==> src/logic/kwu_pkg.sv <==
// shared constants and types for the key wake-up block
package kwu_pkg;
    localparam int PORT_W = 8;
    localparam int NPINS  = 16;
    // register word offsets (byte addresses)
    localparam logic [7:0] OFS_H_FLAGS   = 8'h00;
    localparam logic [7:0] OFS_J_FLAGS   = 8'h04;
    localparam logic [7:0] OFS_H_POL     = 8'h08;
    localparam logic [7:0] OFS_J_POL     = 8'h0c;
    localparam logic [7:0] OFS_H_IRQ_EN  = 8'h10;
    localparam logic [7:0] OFS_J_IRQ_EN  = 8'h14;
    localparam logic [7:0] OFS_H_PINS    = 8'h18;
    localparam logic [7:0] OFS_J_PINS    = 8'h1c;
    localparam logic [7:0] OFS_FILT_STAT = 8'h20;
    // reset values
    localparam logic [7:0] RST_FLAGS  = 8'h00;
    localparam logic [7:0] RST_POL    = 8'h00;
    localparam logic [7:0] RST_IRQ_EN = 8'h00;
    // filter timing: one filter period holds three samples
    localparam int FILT_PERIOD_NS  = 300;
    localparam int CLK_PERIOD_NS   = 10;
    localparam int FILT_PERIOD_CYC = FILT_PERIOD_NS / CLK_PERIOD_NS;
    localparam int SAMPLES         = 3;
    localparam int VOTE_MIN        = 2;
    // separation of triggering edges below which pulses may merge
    localparam int MIN_PULSE_SEPARATION_NS = FILT_PERIOD_NS;

    typedef struct packed {
        logic [PORT_W-1:0] h;
        logic [PORT_W-1:0] j;
    } pin_pair_s;

    typedef enum logic [1:0] {
        FILT_IDLE  = 2'b00,
        FILT_VOTE  = 2'b01,
        FILT_HOLD  = 2'b10
    } filt_state_e;
endpackage

==> src/logic/kwu_pin_sync.sv <==
// three-stage synchroniser for one vector of pin inputs
`timescale 1ns/1ps
`default_nettype none
module kwu_pin_sync #(
    parameter int W = 8
) (
    // clock
    input  wire logic         clk_i,
    input  wire logic         rst_i,
    input  wire logic         ce_i,
    // data
    input  wire logic [W-1:0] async_i,
    output logic      [W-1:0] level_o
);
    logic [W-1:0] s1, s2, s3;
    logic [W-1:0] next_level;
    logic [W-1:0] level;

    if (W < 1) begin : g_bad_width
        $error("kwu_pin_sync: W must be positive");
    end

    // a change counts once the second and third stages agree
    always_comb begin
        next_level = level;
        for (int i = 0; i < W; i++) begin
            if (s2[i] == s3[i]) begin
                next_level[i] = s3[i];
            end
        end
    end

    always_ff @(posedge clk_i) begin
        if (rst_i) begin
            s1    <= '0;
            s2    <= '0;
            s3    <= '0;
            level <= '0;
        end else if (ce_i) begin
            s1    <= async_i;
            s2    <= s1;
            s3    <= s2;
            level <= next_level;
        end
    end

    assign level_o = level;
endmodule
`default_nettype wire

==> src/logic/kwu_edge_flags.sv <==
// edge detect and write-one-to-clear flags for one 8-bit port
`timescale 1ns/1ps
`default_nettype none
module kwu_edge_flags #(
    parameter int W = 8
) (
    // clock
    input  wire logic         clk_i,
    input  wire logic         rst_i,
    input  wire logic         ce_i,
    // pin side
    input  wire logic [W-1:0] level_i,
    input  wire logic [W-1:0] pol_i,
    input  wire logic [W-1:0] gate_i,
    // software side
    input  wire logic [W-1:0] clr_i,
    output logic      [W-1:0] flags_o,
    output logic      [W-1:0] active_o
);
    logic [W-1:0] act_prev;
    logic [W-1:0] gate_prev;
    logic [W-1:0] active;
    logic [W-1:0] hit;
    logic [W-1:0] flags;
    logic [W-1:0] next_flags;

    // active level: high for rising (pol 1), low for falling (pol 0)
    assign active   = ~(level_i ^ pol_i);
    assign active_o = active;

    // a polarity change can flip the active level and so set a flag
    always_comb begin
        // gate opening while the pin is held active counts as the edge,
        // so a pulse still active as the stop filter opens the gate leaves its flag
        hit        = active & gate_i
                   & (~act_prev | ~gate_prev);
        // set wins over clear; zero bits written leave flags alone
        next_flags = (flags & ~clr_i) | hit;
    end

    always_ff @(posedge clk_i) begin
        if (rst_i) begin
            act_prev  <= '1;
            gate_prev <= '1;
            flags     <= '0;
        end else if (ce_i) begin
            act_prev  <= active;
            gate_prev <= gate_i;
            flags    <= next_flags;
        end
    end

    assign flags_o = flags;
endmodule
`default_nettype wire

==> src/logic/key_wakeup_edge_detect.sv <==
// key wake-up for two ports: registers, edge flags, stop filter
// Notes on behaviour
// - selected edge on pin sets its flag
// - writing one clears the flag
// - flag means edge seen; enabled flag interrupts
// - polarity 0 falling, 1 rising edge
// - polarity 0 pulls up, 1 pulls down
// - polarity change may set the flag
// - pulse filter acts only in stop mode
// - filter starts on enabled pin's trigger edge
// - two of three samples make valid trigger
// - short gap between pulses is bridged
// - one shared filter for all enabled pins
// - closely spaced pulses may merge into one
// - short isolated pulse cannot wake from stop (only its flag is filtered; stop_wake_o still follows the raw pin)
// - all sixteen pins share one interrupt
// - enable bit one allows, zero blocks interrupt
// - unclocked stop path to interrupt request
//
// Implementation choices: the register addresses and the Wishbone register port.
`timescale 1ns/1ps
`default_nettype none
module key_wakeup_edge_detect #(
    parameter int FILT_CYC = kwu_pkg::FILT_PERIOD_CYC
) (
    // clock and reset
    input  wire logic              clk_i,
    input  wire logic              rst_i,
    input  wire logic              ce_i,
    // wishbone slave
    input  wire logic              wb_cyc_i,
    input  wire logic              wb_stb_i,
    input  wire logic              wb_we_i,
    input  wire logic [7:0]        wb_adr_i,
    input  wire logic [3:0]        wb_sel_i,
    input  wire logic [31:0]       wb_dat_i,
    output logic      [31:0]       wb_dat_o,
    output logic                   wb_ack_o,
    output logic                   wb_err_o,
    // wake-up pins and pull control
    input  wire kwu_pkg::pin_pair_s wake_input_i,
    output kwu_pkg::pin_pair_s     pull_up_en_o,
    output kwu_pkg::pin_pair_s     pull_down_en_o,
    // power mode and interrupt
    input  wire logic              stop_mode_i,
    output logic                   irq_o,
    output logic                   stop_wake_o
);
    import kwu_pkg::*;

    if (FILT_CYC < SAMPLES) begin : g_bad_filt
        $error("FILT_CYC below sample count");
    end

    // ---------------- registers ----------------
    logic [7:0] port_h_wake_polarity, port_j_wake_polarity;
    logic [7:0] port_h_wake_irq_enable, port_j_wake_irq_enable;
    logic [7:0] next_pol_h, next_pol_j, next_ie_h, next_ie_j;
    logic [7:0] clr_h, clr_j;
    logic [7:0] port_h_wake_flags, port_j_wake_flags;
    logic       ack, next_ack;
    logic       err, next_err;
    logic [31:0] rdata, next_rdata;
    logic       req;
    logic       wr_lane0;
    logic       mapped;
    pin_pair_s  lvl;
    pin_pair_s  act;
    logic [7:0] gate_h, gate_j;

    assign req      = wb_cyc_i & wb_stb_i & ~ack & ~err;
    assign wr_lane0 = req & wb_we_i & wb_sel_i[0];

    always_comb begin
        case (wb_adr_i)
            OFS_H_FLAGS, OFS_J_FLAGS, OFS_H_POL, OFS_J_POL,
            OFS_H_IRQ_EN, OFS_J_IRQ_EN, OFS_H_PINS, OFS_J_PINS,
            OFS_FILT_STAT: mapped = 1'b1;
            default:       mapped = 1'b0;
        endcase
    end

    // ---------------- stop filter ----------------
    filt_state_e state, next_state;
    logic [$clog2(FILT_CYC+1)-1:0] cnt, next_cnt;
    logic [1:0] votes, next_votes;
    logic [1:0] samp, next_samp;
    logic       filt_ok, next_filt_ok;
    logic       trig_any;
    logic       prev_trig, next_prev_trig;
    localparam int SLOT = FILT_CYC / SAMPLES;

    // shared trigger: any enabled pin at its active level
    assign trig_any = |({act.h, act.j} &
                        {port_h_wake_irq_enable,
                         port_j_wake_irq_enable});

    always_comb begin
        next_state     = state;
        next_cnt       = cnt;
        next_votes     = votes;
        next_samp      = samp;
        next_filt_ok   = filt_ok;
        next_prev_trig = trig_any;
        if (!stop_mode_i) begin
            next_state   = FILT_IDLE;
            next_cnt     = '0;
            next_votes   = '0;
            next_samp    = '0;
            next_filt_ok = 1'b0;
        end else begin
            case (state)
                FILT_IDLE: begin
                    // oscillator runs only after an enabled edge
                    if (trig_any && !prev_trig) begin
                        next_state = FILT_VOTE;
                        next_cnt   = '0;
                        next_votes = '0;
                        next_samp  = '0;
                    end
                end
                FILT_VOTE: begin
                    next_cnt = cnt + 1'b1;
                    if (cnt == ($clog2(FILT_CYC+1))'(SLOT - 1)) begin
                        next_cnt  = '0;
                        next_samp = samp + 1'b1;
                        if (trig_any) begin
                            next_votes = votes + 1'b1;
                        end
                        if (samp == 2'(SAMPLES - 1)) begin
                            next_samp  = '0;
                            next_votes = '0;
                            // one low sample between pulses still passes
                            if ((votes + 2'(trig_any)) >=
                                2'(VOTE_MIN)) begin
                                next_filt_ok = 1'b1;
                                next_state   = FILT_HOLD;
                            end else begin
                                // short glitch dies here
                                next_state = FILT_IDLE;
                            end
                        end
                    end
                end
                FILT_HOLD: begin
                    if (!trig_any) begin
                        next_state = FILT_IDLE;
                    end
                end
                default: next_state = FILT_IDLE;
            endcase
        end
    end

    always_ff @(posedge clk_i) begin
        if (rst_i) begin
            state     <= FILT_IDLE;
            cnt       <= '0;
            votes     <= '0;
            samp      <= '0;
            filt_ok   <= 1'b0;
            prev_trig <= 1'b0;
        end else if (ce_i) begin
            state     <= next_state;
            cnt       <= next_cnt;
            votes     <= next_votes;
            samp      <= next_samp;
            filt_ok   <= next_filt_ok;
            prev_trig <= next_prev_trig;
        end
    end

    // in stop, flags only set once the filter accepted the pulse
    assign gate_h = (stop_mode_i && !filt_ok) ? 8'h00 : 8'hff;
    assign gate_j = gate_h;

    // ---------------- pins and flags ----------------
    kwu_pin_sync #(.W(NPINS)) u_sync (
        .clk_i   (clk_i),
        .rst_i   (rst_i),
        .ce_i    (ce_i),
        .async_i (wake_input_i),
        .level_o (lvl)
    );

    kwu_edge_flags #(.W(PORT_W)) u_flags_h (
        .clk_i    (clk_i),
        .rst_i    (rst_i),
        .ce_i     (ce_i),
        .level_i  (lvl.h),
        .pol_i    (port_h_wake_polarity),
        .gate_i   (gate_h),
        .clr_i    (clr_h),
        .flags_o  (port_h_wake_flags),
        .active_o (act.h)
    );

    kwu_edge_flags #(.W(PORT_W)) u_flags_j (
        .clk_i    (clk_i),
        .rst_i    (rst_i),
        .ce_i     (ce_i),
        .level_i  (lvl.j),
        .pol_i    (port_j_wake_polarity),
        .gate_i   (gate_j),
        .clr_i    (clr_j),
        .flags_o  (port_j_wake_flags),
        .active_o (act.j)
    );

    assign pull_up_en_o.h   = ~port_h_wake_polarity;
    assign pull_up_en_o.j   = ~port_j_wake_polarity;
    assign pull_down_en_o.h = port_h_wake_polarity;
    assign pull_down_en_o.j = port_j_wake_polarity;

    // ---------------- register file ----------------
    always_comb begin
        next_pol_h = port_h_wake_polarity;
        next_pol_j = port_j_wake_polarity;
        next_ie_h  = port_h_wake_irq_enable;
        next_ie_j  = port_j_wake_irq_enable;
        clr_h      = 8'h00;
        clr_j      = 8'h00;
        if (wr_lane0) begin
            case (wb_adr_i)
                OFS_H_FLAGS:  clr_h     = wb_dat_i[7:0];
                OFS_J_FLAGS:  clr_j     = wb_dat_i[7:0];
                OFS_H_POL:    next_pol_h = wb_dat_i[7:0];
                OFS_J_POL:    next_pol_j = wb_dat_i[7:0];
                OFS_H_IRQ_EN: next_ie_h  = wb_dat_i[7:0];
                OFS_J_IRQ_EN: next_ie_j  = wb_dat_i[7:0];
                default: ;
            endcase
        end
        next_ack   = req & mapped;
        next_err   = req & ~mapped;
        next_rdata = 32'h0000_0000;
        case (wb_adr_i)
            OFS_H_FLAGS:   next_rdata[7:0] = port_h_wake_flags;
            OFS_J_FLAGS:   next_rdata[7:0] = port_j_wake_flags;
            OFS_H_POL:     next_rdata[7:0] = port_h_wake_polarity;
            OFS_J_POL:     next_rdata[7:0] = port_j_wake_polarity;
            OFS_H_IRQ_EN:  next_rdata[7:0] = port_h_wake_irq_enable;
            OFS_J_IRQ_EN:  next_rdata[7:0] = port_j_wake_irq_enable;
            OFS_H_PINS:    next_rdata[7:0] = lvl.h;
            OFS_J_PINS:    next_rdata[7:0] = lvl.j;
            OFS_FILT_STAT: next_rdata[2:0] = {filt_ok, state};
            default:       next_rdata      = 32'h0000_0000;
        endcase
    end

    always_ff @(posedge clk_i) begin
        if (rst_i) begin
            port_h_wake_polarity   <= RST_POL;
            port_j_wake_polarity   <= RST_POL;
            port_h_wake_irq_enable <= RST_IRQ_EN;
            port_j_wake_irq_enable <= RST_IRQ_EN;
            ack                    <= 1'b0;
            err                    <= 1'b0;
            rdata                  <= 32'h0000_0000;
        end else if (ce_i) begin
            port_h_wake_polarity   <= next_pol_h;
            port_j_wake_polarity   <= next_pol_j;
            port_h_wake_irq_enable <= next_ie_h;
            port_j_wake_irq_enable <= next_ie_j;
            ack                    <= next_ack;
            err                    <= next_err;
            rdata                  <= next_rdata;
        end
    end

    assign wb_ack_o = ack;
    assign wb_err_o = err;
    assign wb_dat_o = rdata;

    // one shared request for all sixteen pins
    assign irq_o = |({port_h_wake_flags, port_j_wake_flags} &
                     {port_h_wake_irq_enable,
                      port_j_wake_irq_enable});

    // raw pin straight to the wake request, no flop on the way;
    // works while the clock is stopped
    assign stop_wake_o = stop_mode_i &
        |(~(wake_input_i ^ {port_h_wake_polarity, port_j_wake_polarity})
          & {port_h_wake_irq_enable, port_j_wake_irq_enable});
endmodule
`default_nettype wire

==> config.mk <==
export PLATFORM = sky130hd
export DESIGN_NAME = key_wakeup_edge_detect
export DESIGN_NICKNAME = d
export VERILOG_FILES = /design/src/logic/kwu_pkg.sv /design/src/logic/kwu_pin_sync.sv /design/src/logic/kwu_edge_flags.sv /design/src/logic/key_wakeup_edge_detect.sv
export SDC_FILE = /design/constraint.sdc
export NUM_CORES = 1
export LEC_CHECK = 0
export BUFFER_PORTS_ARGS = -buffer_cell sky130_fd_sc_hd__buf_2
export CAP_MARGIN = 15
export CORE_ASPECT_RATIO = 1.5
export CORE_MARGIN = 3
export CORE_UTILIZATION = 50
export DETAILED_ROUTE_END_ITERATION = 8
export PLACE_DENSITY = 0.81
export SLEW_MARGIN = 40
export SYNTH_ARGS = -nofsm -noshare
export SYNTH_HDL_FRONTEND = slang
export SYNTH_SLANG_ARGS = --single-unit
==> constraint.sdc <==
create_clock -name clk_i -period 2.3 [get_ports clk_i]
set_input_delay 0.46 -clock clk_i [delete_from_list [all_inputs] [get_ports clk_i]]
set_output_delay 0.46 -clock clk_i [all_outputs]
set_load 0.05 [all_outputs]
# --- Word-level counts from Yosys, hierarchy flattened ---
# Cells that the tools add are included.
classes:
  add_sub_neg: 4
  order_cmp: 1
  n_eq_ne: 38
  muxes: 34
  n_bitwise: 37
  n_reduce_logical: 35
ops:
  columns: ["operator", "n"]
  rows:
  - ["$not 8->8", 9]
  - ["$and 16x16->16", 3]
  - ["$and 8x8->8", 6]
  - ["$reduce_or 16->1", 3]
  - ["$mux 8", 5]
  - ["$pmux 5 s8", 1]
  - ["$eq 8x5->1 const B", 4]
  - ["$or 8x8->8", 4]
  - ["$reduce_and 2->1", 16]
  - ["$mux 2", 14]
  - ["$pmux 3 s9", 1]
  - ["$eq 1x1->1", 16]
  - ["$eq 8x4->1 const B", 2]
  - ["$not 16->16", 1]
  - ["$xor 16x16->16", 1]
  - ["$xor 8x8->8", 2]
  - ["$mux 5", 3]
  - ["$reduce_and 3->1", 5]
  - ["$reduce_and 5->1", 3]
  - ["$ne 3x3->1 const B", 4]
  - ["$pmux 5 s2", 1]
  - ["$reduce_or 9->1", 1]
  - ["$and 1x1->1", 8]
  - ["$eq 8x3->1 const B", 1]
  - ["other kinds (20)", 35]
word_totals:
  reg_bits: 159
  inputBits: 67
  output_inout_bits: 68
  word_cells: 186

# --- Longest topological paths before layout ---
# Gate-level depths: netlist (run 1).
logic_depth:
  ltp_word: 11
  ltp_mapped: 10
  mapped_depth_nobuf: 8

# --- Hierarchy ---
# From an unflattened synthesis (run 1), not the netlist that was laid out.
unflattened:
  cells_unflattened: 928
  hier_area_um2: 8516.9
modules_own_cells:
  columns: ["module", "n_inst", "cells_each", "area_per_inst_um2", "seq_area_each_um2"]
  rows:
  - ["key_wakeup_edge_detect", 1, 438, 3734.8, 1101.1]
  - ["kwu_pin_sync", 1, 258, 2730.1, 1281.2]
  - ["kwu_edge_flags", 2, 116, 1026.0, 480.5]

# --- Worst setup path after synthesis (run 1) ---
# Ideal clock, no wire load.
synth_timing:
  path_kind: "register to register"
  from: "reg port_h_wake_polarity[6]"
  to: "reg votes[1]"
  arrival_ns: 2.140
  setup_slack_ns: 0.043
  stages_incl_launch_ff: 8
  path_buffers: 0
  cell_sequence: "dfxtp_1 -> xnor2_1 -> a22oi_1 -> nand4_1 -> o31ai_4 -> a211oi_2 -> nor3b_1 -> a32o_1"
synth_via:
  elab_chain_cells: 7
synth_rtl:
  columns: ["element", "line_no", "text"]
  rows:
  - ["start: declaration", "key_wakeup_edge_detect.sv:56", "logic [7:0] port_h_wake_polarity, port_j_wake_polarity;"]
  - ["start signal: assignment", "key_wakeup_edge_detect.sv:261", "port_h_wake_polarity <= next_pol_h;"]
  - ["$xor 8x8->8 (*)", "kwu_edge_flags.sv:28", "assign active = ~(level_i ^ pol_i);"]
  - ["$not 8->8 (*)", "kwu_edge_flags.sv:28", null]
  - ["$and 16x16->16 (*)", "key_wakeup_edge_detect.sv:94", "assign trig_any = |({act.h, act.j} &"]
  - ["$reduce_or 16->1 (*)", "key_wakeup_edge_detect.sv:94", null]
  - ["$logic_and 1x1->1", "key_wakeup_edge_detect.sv:115", "if (trig_any && !prev_trig) begin"]
  - ["$ne 3x3->1 (no line)", null, null]
  - ["$reduce_and 5->1 (no line) (*)", null, null]
  - ["end signal: assignment", "key_wakeup_edge_detect.sv:166", "votes <= next_votes;"]
  - ["end: declaration", "key_wakeup_edge_detect.sv:86", "logic [1:0] votes, next_votes;"]
# Every way passes the cells marked *; elsewhere a longest branch is shown, timed or not.
# A chain may end at the register's enable or synchronous reset.

# --- Worst setup path after layout (run 1) ---
layout_timing:
  from: "reg port_j_wake_polarity[3]"
  to: "out stop_wake_o"
layout_via:
  elab_chain_cells: 5
layout_rtl:
  columns: ["element", "line_no", "text"]
  rows:
  - ["start: declaration", "key_wakeup_edge_detect.sv:56", null]
  - ["start signal: assignment", "key_wakeup_edge_detect.sv:262", "port_j_wake_polarity <= next_pol_j;"]
  - ["$xor 16x16->16", "key_wakeup_edge_detect.sv:283", "|(~(wake_input_i ^ {port_h_wake_polarity, port_j_wake_polarity})"]
  - ["$not 16->16", "key_wakeup_edge_detect.sv:283", null]
  - ["$and 16x16->16", "key_wakeup_edge_detect.sv:284", "& {port_h_wake_irq_enable, port_j_wake_irq_enable});"]
  - ["$reduce_or 16->1", "key_wakeup_edge_detect.sv:283", null]
  - ["$and 1x1->1", "key_wakeup_edge_detect.sv:282", "assign stop_wake_o = stop_mode_i &"]
  - ["end: declaration", "key_wakeup_edge_detect.sv:47", "output logic stop_wake_o"]
# Every way passes these cells.

==> tab_implementation.tex, run 1 <==
\begin{tabular}{lr}
\hline
Metric & Value \\
\hline
\multicolumn{2}{l}{\textbf{Placement}} \\
Final estimated routing congestion in global placement & 0.976 \\
Number of port buffers & 83 \\
Sum of net half-perimeters after detailed placement & 14000 um \\
\multicolumn{2}{l}{\textbf{Yosys}} \\
Mean post-synth cell area & 8.51 sq um \\
Post-synth ARST share & 0 \\
Proportion of synthesized chip area in sequential cells & 0.419 \\
Yosys warns & 0 \\
Main synth FF type & sky130\_fd\_sc\_hd\_\_dfxtp\_1 \\
Post-Syn Instances & 854 \\
Synth unique cells & between 50 and 60 \\
Post-synthesis cell area & 7270 sq um \\
Post-synthesis register bit count & 152 \\
Number of enable-type register cells in the synthesized netlist & 0 \\
\multicolumn{2}{l}{\textbf{Die}} \\
Area of the die & 16000 sq um \\
Die Span X & between 100 and 150 um \\
Initial standard-cell utilization of the core & 0.514 \\
Area of the core & about 14000 sq um \\
Die Ht & 154 um \\
Num rows & 53 \\
Top Ports & 135 \\
\multicolumn{2}{l}{\textbf{Clocking}} \\
Num CTS Buffers & 17 \\
Clk slew on worst S/H paths & 70 ps \\
Number of clock sinks & 152 \\
Number of levels in the clock H-tree & 4 \\
Post-CTS Setup Inserts & 0 \\
Quantity of hold-fixing buffers added after cts & 0 \\
Root buffer cell & sky130\_fd\_sc\_hd\_\_clkbuf\_16 \\
CTS tree & done \\
Buffer levels on the longest clock path & 2 \\
Clock latency of the later-clocked register in the worst-skew pair & 430 ps \\
\multicolumn{2}{l}{\textbf{Critical path}} \\
Required time of the critical path & 1840 ps \\
Critical-path cell with the highest stage delay & sky130\_fd\_sc\_hd\_\_dfxtp\_1 \\
Kind of end point of the critical path & primary output \\
Startpoint type of the worst setup path & flip-flop \\
Arrival time of the worst setup path & 1820 ps \\
Delay contributed by the slowest stage of the critical path & $\sim$320 ps \\
Critical-path cell list & buf\_4, xnor2\_1, a22oi\_1, nand4\_1, o21a\_1, buf\_6 \\
CP Class & flip-flop to primary output \\
CP max FO & 5 \\
\multicolumn{2}{l}{\textbf{Timing}} \\
Worst setup skew after layout & 10.4 ps \\
RSZ-0062 raised after global routing & no \\
Transition at the pin with the smallest max-transition slack & 825 ps \\
Post-route setup TNS & 0 ps \\
Finish-stage setup viols & 0 \\
Final slew viol count & 0 \\
Minimum period implied by the final worst setup slack & 2280 ps \\
Tightest hold margin & $\sim$290 ps \\
Share of the clock period used by the worst path & 0.992 \\
Worst relative slew slack & 0.449 \\
Achievable clock frequency & 0.438 GHz \\
Hold violation count in the final report & 0 \\
\multicolumn{2}{l}{\textbf{Detailed routing}} \\
Iter 0 DRT Violations & 474 \\
Detailed Routing Iterations Pass 1 & 6 \\
Average via count per standard cell & between 5 and 6 \\
Wirelength, routed & between 20000 and 25000 um \\
Wire per inst & 17.8 um \\
DRC violation count after routing & 0 \\
ANT nets after route & 0 \\
Total vias in the final route & between 6000 and 7000 \\
\multicolumn{2}{l}{\textbf{Global route}} \\
Global route overflow & 0 \\
Antenna violations before repair & 0 \\
Overall global routing resource usage & 0.253 \\
Wire length of the first global-routing pass & 32600 um \\
Number of global-route vias before repair & 6305 \\
Maximum number of pins on one net before global-route repair & 136 \\
\multicolumn{2}{l}{\textbf{Final layout}} \\
Antenna diodes & 0 \\
Fill cell total of the finished layout & about 1200 \\
NumNets Final & 1018 \\
Post-synthesis to final-layout area growth & 19.2\% \\
Share of post-route cells with drive strength above 1 & 0.200 \\
\multicolumn{2}{l}{\textbf{Hold path}} \\
Path category of the worst min-delay check & input pin to flip-flop \\
\multicolumn{2}{l}{\textbf{Power}} \\
Total leakage power & between 3 and 4 nW \\
Worst ir drop on vdd & between 0.4 and 0.5 mV \\
Power per unit of standard cell area & $\sim$700 nW/um\^{}2 \\
\multicolumn{2}{l}{\textbf{Job}} \\
Max-cap violations & 0 \\
\multicolumn{2}{l}{\textbf{Status}} \\
Run status & finished clean \\
\hline
\end{tabular}
cell families (layout without fill, tap and decap cells):
group           count (synthesis)  in the layout  share of synthesized area
compound gates                187            187                      0.167
mux                            89             89                      0.127
other cells                     1             24                   0.000516
buf+inv                       102            187                     0.0673
simple gates                  289            289                      0.178
fa+ha+maj                       2              2                    0.00344
xor+xnor                       32             32                     0.0386
flops                         152            152                      0.419
cells in the final DEF, fill, tap and decap left out, drive strengths merged, types with 6 or more instances in the layout:
master / instances
a21o: 16
nand4: 6
clkinv: 6
mux2i: 83
nand2: 61
a22oi: 21
clkbuf: 17
nor3: 13
dfxtp: 152
inv: 38
a22o: 7
a32oi: 10
o21ai: 50
nor2: 166
a21oi: 48
buf: 125
nand3: 20
conb: 24
o22ai: 7
xnor2: 32
Yosys cell counts (3+ instances only):
master / instances / area (sq um)
sky130_fd_sc_hd__nand2_1: 60 / 225
sky130_fd_sc_hd__mux2i_1: 83 / 831
sky130_fd_sc_hd__a221oi_1: 4 / 35.0
sky130_fd_sc_hd__o211ai_1: 3 / 22.5
sky130_fd_sc_hd__o221ai_1: 3 / 26.3
sky130_fd_sc_hd__nor2_1: 159 / 597
sky130_fd_sc_hd__nor2_2: 5 / 31.3
sky130_fd_sc_hd__a31oi_1: 4 / 25.0
sky130_fd_sc_hd__buf_4: 25 / 188
sky130_fd_sc_hd__nand2b_1: 4 / 25.0
sky130_fd_sc_hd__a21oi_1: 45 / 225
sky130_fd_sc_hd__a22oi_1: 21 / 158
sky130_fd_sc_hd__o21a_1: 4 / 30.0
sky130_fd_sc_hd__nand4_1: 6 / 37.5
sky130_fd_sc_hd__a21o_1: 16 / 120
sky130_fd_sc_hd__nand3_1: 20 / 100
sky130_fd_sc_hd__buf_1: 7 / 26.3
sky130_fd_sc_hd__inv_1: 29 / 109
sky130_fd_sc_hd__clkbuf_1: 35 / 131
sky130_fd_sc_hd__o21ai_0: 49 / 245
sky130_fd_sc_hd__nor3_1: 12 / 60.1
sky130_fd_sc_hd__a32oi_1: 10 / 87.6
sky130_fd_sc_hd__buf_2: 4 / 20.0
sky130_fd_sc_hd__mux2_2: 4 / 45.0
sky130_fd_sc_hd__xnor2_1: 32 / 280
sky130_fd_sc_hd__dfxtp_1: 152 / 3040
sky130_fd_sc_hd__a22o_1: 7 / 61.3
sky130_fd_sc_hd__a21oi_2: 3 / 26.3
sky130_fd_sc_hd__o22ai_1: 7 / 43.8
sky130_fd_sc_hd__nor2b_1: 4 / 25.0
flip-flops by register name, summed over array words and instances, names as in the netlist, 2 cells and up:
name / cells
u_sync.s3: 16
u_sync.s2: 16
u_flags_j.act_prev: 8
state: 2
port_j_wake_polarity: 8
port_h_wake_polarity: 8
u_sync.s1: 16
u_sync.level_o: 16
wb_dat_o: 8
port_j_wake_irq_enable: 8
votes: 2
u_flags_j.flags_o: 8
u_flags_h.act_prev: 8
u_flags_h.flags_o: 8
cnt: 5
samp: 2
port_h_wake_irq_enable: 8
power by group:
group | internal [mW] | leakage [nW] | switching [mW] | total, mW
registers | 2.68 | 1.23 | 0.0430 | 2.72
clock network | 1.47 | 0.292 | 1.35 | 2.82
logic | 0.147 | 2.10 | 0.353 | 0.499
total | 4.30 | 3.62 | 1.75 | 6.05
path summary, 6_finish.rpt:
| path | startpoint | end | slack (ps) | depth (start not counted) |
|---|---|---|---|---|
| worst max-delay path | port_j_wake_polarity[3] | stop_wake_o | 20 | 6 |
| worst min-delay path | wake_input_i[13] | u_sync.s1[13] | 290 | 3 |
| worst max register to register | u_sync.level_o[4] | votes[1] | 110 | 7 |
| worst min register to register | u_sync.s2[12] | u_sync.level_o[12] | 470 | 2 |
layout make-up:
| class | instances | area [sq um] | area share |
|---|---|---|---|
| multi-input cells | 623 | 3870 | 0.446 |
| flip-flops and latches | 152 | 3040 | 0.351 |
| repair buffers | 125 | 792 | 0.0914 |
| clock buffers | 17 | 425 | 0.0491 |
| well taps | 192 | 240 | 0.0277 |
| clock inverters | 15 | 180 | 0.0208 |
| inverters | 30 | 113 | 0.0130 |
metal layers:
metal | GRT usage | share of wire | vias up
met5 | 0 | 0 | -
met4 | 0.131 | 0.048 | 0
met3 | 0.0479 | 0.070 | 75
met2 | 0.424 | 0.48 | 305
met1 | 0.308 | 0.41 | 3122
li1 | - | - | 3099
worst max-delay path, delay by kind of cell, from the launching register on:
kind                      cells  cell delay, ps
AOI/OAI and AO/OA             2             450
DFF                           1             320
buffers and inverters         2             320
xor gates and xnor gates      1             160
and+or+nand+nor               1             140
per-stage QoR:
step / cells / cell area, sq um / util / power, mW / setup WS [ps]
after global placement: 1122 / 8000 / 0.567 / 3.26 / 69.1
after detailed placement: 1122 / 8000 / 0.567 / 3.27 / 49.9
after global routing: 1154 / 8660 / 0.613 / 6.20 / 2.80
after floorplan: 877 / 7350 / - / 3.16 / 43.1
after CTS: 1154 / 8640 / 0.611 / 6.04 / 23.2
final: 1154 / 8660 / 0.613 / 6.05 / 17.8
repair_timing:
action,CTS,global route
endpoints found under the setup margin,2,1
cloned,0,0
resized for setup,6,4
pin swaps,1,3
No activity file was read; power rests on OpenSTA's default activity.
==> run 2, diff against run 1 <==
CORE_MARGIN = 1   (was 3)
CTS_CLUSTER_DIAMETER = 40   (was unset)
==> run 2 against run 1 <==
  * Global-route usage is 2.3 points higher
  * Final cell count decreased by 0.26%
  * Clock power decreased by 3%
  * Sequential power hardly changed
  * Die area shrank 6.3%
  * Sequential share of layout area rose by 0.11 points
  * Worst hold slack better by 4.4 ps
  * Critical path depth decreased by 2
  * Non-clock buffer count shrank 4
  * Cell area about the same
  * Maximum frequency is 2.1% higher
  * Critical path type unchanged
==> tab_implementation.tex, run 2 (same netlist as run 1, synthesis figures left out) <==
\begin{tabular}{lr}
\hline
Metric & Value \\
\hline
\multicolumn{2}{l}{\textbf{Final layout}} \\
Share of post-route cells with drive strength above 1 & 0.205 (was 0.200) \\
Post-synthesis to final-layout area growth & 19.1\% (was 19.2\%) \\
NumNets Final & 1014 (was 1018) \\
Most frequent standard cell in the layout excluding fill and tap cells & sky130\_fd\_sc\_hd\_\_nor2\_1 (unchanged) \\
Commonest non-fill, non-tap cells in the layout & sky130\_fd\_sc\_hd\_\_nor2\_1 (159), sky130\_fd\_sc\_hd\_\_dfxtp\_1 (145), sky130\_fd\_sc\_hd\_\_mux2i\_1 (83), sky130\_fd\_sc\_hd\_\_buf\_2 (79), sky130\_fd\_sc\_hd\_\_nand2\_1 (60) (was sky130\_fd\_sc\_hd\_\_nor2\_1 (159), sky130\_fd\_sc\_hd\_\_dfxtp\_1 (151), sky130\_fd\_sc\_hd\_\_mux2i\_1 (83), sky130\_fd\_sc\_hd\_\_buf\_2 (80), sky130\_fd\_sc\_hd\_\_nand2\_1 (60)) \\
\multicolumn{2}{l}{\textbf{Timing}} \\
Finish-stage setup viols & 0 (unchanged) \\
Worst relative slew slack & 0.417 (was 0.449) \\
Hold violation count in the final report & 0 (unchanged) \\
Tightest hold margin & 299 ps (was 294 ps) \\
Final slew viol count & 0 (unchanged) \\
Share of the clock period used by the worst path & 0.972 (was 0.992) \\
Minimum period implied by the final worst setup slack & 2240 ps (was 2280 ps) \\
Transition at the pin with the smallest max-transition slack & 874 ps (was 825 ps) \\
Achievable clock frequency & 0.447 GHz (was 0.438 GHz) \\
Worst setup skew after layout & 7.79 ps (was 10.4 ps) \\
\multicolumn{2}{l}{\textbf{Critical path}} \\
Worst reg2reg path endpoint & samp[1] (was votes[1]) \\
Required time of the critical path & 1840 ps (about the same) \\
Critical-path cell list & a22o\_1, a221oi\_1, nand4\_1, buf\_6 (was buf\_4, xnor2\_1, a22oi\_1, nand4\_1, o21a\_1, buf\_6) \\
Arrival time of the worst setup path & 1780 ps (was 1820 ps) \\
Delay contributed by the slowest stage of the critical path & 360 ps (was 320 ps) \\
CP max FO & 5 (unchanged) \\
Kind of end point of the critical path & primary output (unchanged) \\
CP Class & flip-flop to primary output (unchanged) \\
Number of cells on the worst reg-to-reg path & 8 (was 7) \\
Critical-path cell with the highest stage delay & sky130\_fd\_sc\_hd\_\_dfxtp\_1 (unchanged) \\
Cell type group with the largest total delay on the critical path & compound AO/OA/AOI/OAI gates (unchanged) \\
Worst reg2reg startpoint & u\_sync.level\_o[15] (was u\_sync.level\_o[4]) \\
Buf+Inv Stages, Crit Path & 1 (was 2) \\
Startpoint type of the worst setup path & flip-flop (unchanged) \\
Worst reg-to-reg setup slack & 110 ps (about the same) \\
Origin of the worst setup path & port\_j\_wake\_irq\_enable[1] (was port\_j\_wake\_polarity[3]) \\
\multicolumn{2}{l}{\textbf{Die}} \\
Die Span X & 100 um (was 104 um) \\
Num rows & 53 (unchanged) \\
Top Ports & 135 (unchanged) \\
Die Ht & 150 um (was 154 um) \\
Area of the core & 14100 sq um (unchanged) \\
Area of the die & 15000 sq um (was 16000 sq um) \\
Initial standard-cell utilization of the core & 0.514 (unchanged) \\
\multicolumn{2}{l}{\textbf{Global route}} \\
Maximum number of pins on one net before global-route repair & 136 (unchanged) \\
Global route overflow & 0 (unchanged) \\
Antenna violations before repair & 1 (was 0) \\
Number of global-route vias before repair & 6178 (was 6305) \\
Wire length of the first global-routing pass & 32100 um (was 32600 um) \\
Overall global routing resource usage & 0.276 (was 0.253) \\
\multicolumn{2}{l}{\textbf{Detailed routing}} \\
Wire per inst & 17.6 um (was 17.8 um) \\
Detailed Routing Iterations Pass 1 & 6 (unchanged) \\
Iter 0 DRT Violations & 707 (was 474) \\
DRC violation count after routing & 0 (unchanged) \\
Wirelength, routed & 20200 um (was 20600 um) \\
Total vias in the final route & 6655 (was 6601) \\
ANT nets after route & 0 (unchanged) \\
Average via count per standard cell & 5.78 (was 5.72) \\
\multicolumn{2}{l}{\textbf{Hold path}} \\
Hold wc startpoint & wake\_input\_i[10] (was wake\_input\_i[13]) \\
Worst hold path depth & 3 (unchanged) \\
Terminating pin of the worst hold path & u\_sync.s1[10] (was u\_sync.s1[13]) \\
Path category of the worst min-delay check & input pin to flip-flop (unchanged) \\
\multicolumn{2}{l}{\textbf{Clocking}} \\
Buffer levels on the longest clock path & 2 (unchanged) \\
CTS tree & done (unchanged) \\
Clk slew on worst S/H paths & 70 ps (about the same) \\
Quantity of hold-fixing buffers added after cts & 0 (unchanged) \\
Clock latency of the later-clocked register in the worst-skew pair & 420 ps (was 430 ps) \\
Num CTS Buffers & 17 (unchanged) \\
Number of levels in the clock H-tree & 4 (unchanged) \\
Number of clock sinks & 152 (unchanged) \\
Root buffer cell & sky130\_fd\_sc\_hd\_\_clkbuf\_16 (unchanged) \\
\multicolumn{2}{l}{\textbf{Power}} \\
Total leakage power & 3.60 nW (was 3.62 nW) \\
Power per unit of standard cell area & 690 nW/um\^{}2 (was 698 nW/um\^{}2) \\
Design Power & 5.98 mW (was 6.05 mW) \\
Worst ir drop on vdd & 0.471 mV (was 0.458 mV) \\
\multicolumn{2}{l}{\textbf{Placement}} \\
Final estimated routing congestion in global placement & 0.984 (was 0.976) \\
Sum of net half-perimeters after detailed placement & 13800 um (was 14000 um) \\
Number of port buffers & 83 (unchanged) \\
\multicolumn{2}{l}{\textbf{Status}} \\
Run status & finished clean (unchanged) \\
\multicolumn{2}{l}{\textbf{Job}} \\
Max-cap violations & 0 (unchanged) \\
\hline
\end{tabular}
-- run 2: changes by cell type in the layout (fill, tap and decap cells not counted), sizes merged --
| cell | previous run | this run |
|---|---|---|
| buf | 125 | 121 |
| bufinv | 0 | 1 |
| clkinv | 6 | 3 |
| clkinvlp | 1 | 2 |
| diode | 0 | 1 |
| inv | 38 | 39 |
-- run 2: how the worst max path moves through the flow --
| stage | slack, ps | cells past startpoint | to |
|---|---|---|---|
| floorplan | 40 | 7 | votes[1] |
| global placement | 70 | 8 | port_h_wake_polarity[3] |
| detailed placement | 30 | 8 | port_h_wake_polarity[5] |
| CTS | 5 | 6 | stop_wake_o |
| global route | -10 | 8 | samp[1] |
| finish | 60 | 4 | irq_o |
-- run 2: metrics by stage --
| stage | setup TNS, ps | std cells | setup WS [ps] | util | instance area (sq um) |
|---|---|---|---|---|---|
| finish | 0 | 1151 | 64.5 | 0.613 | 8660 |
| CTS | 0 | 1149 | 4.86 | 0.607 | 8570 |
| detailed placement | 0 | 1117 | 25.6 | 0.565 | 7980 |
| global route | -13.3 | 1151 | -13.3 | 0.613 | 8660 |
| global placement | 0 | 1117 | 65.5 | 0.565 | 7980 |
| floorplan | 0 | 877 | 43.1 | - | 7350 |
-- run 2: report_power, final --
part	switching [mW]	total [mW]	internal [mW]
combinational	0.355	0.508	0.152
sequential	0.0449	2.73	2.68
clock	1.21	2.74	1.53
-- run 2: area by class of cell --
class	instances	area, sq um
diodes	1	2.50
inverters	30	113
repair buffers	121	781
clock inverters	15	155
flip-flops and latches	152	3050
well taps	192	240
clock buffers	17	425
multi-input cells	623	3890
fillers	1161	5470
-- run 2: routing by layer --
metal / vias to the layer above / track usage / routed length (um)
met1: 3087 / 0.342 / 7940
li1: 3097 / - / -
met5: - / 0 / 0
met2: 387 / 0.443 / 9640
met3: 84 / 0.0570 / 1650
met4: 0 / 0.160 / 998
-- run 2: what timing repair did --
item                                    4_1_cts  5_1_grt
buffers inserted                              0        1
gates resized for setup                       6       15
pin swaps                                     1        9
endpoints found under the setup margin        2        3
-- run 2: worst register-to-register path: stages (launching register included) --
cell and delay (ps):
sky130_fd_sc_hd__dfxtp_1 410, sky130_fd_sc_hd__xnor2_1 140, sky130_fd_sc_hd__a22oi_1 290, sky130_fd_sc_hd__nand4_1 270, sky130_fd_sc_hd__o31ai_4 400, sky130_fd_sc_hd__a211oi_2 160, sky130_fd_sc_hd__buf_4 170, sky130_fd_sc_hd__mux2i_1 150
sky130_fd_sc_hd__nor2_1 60
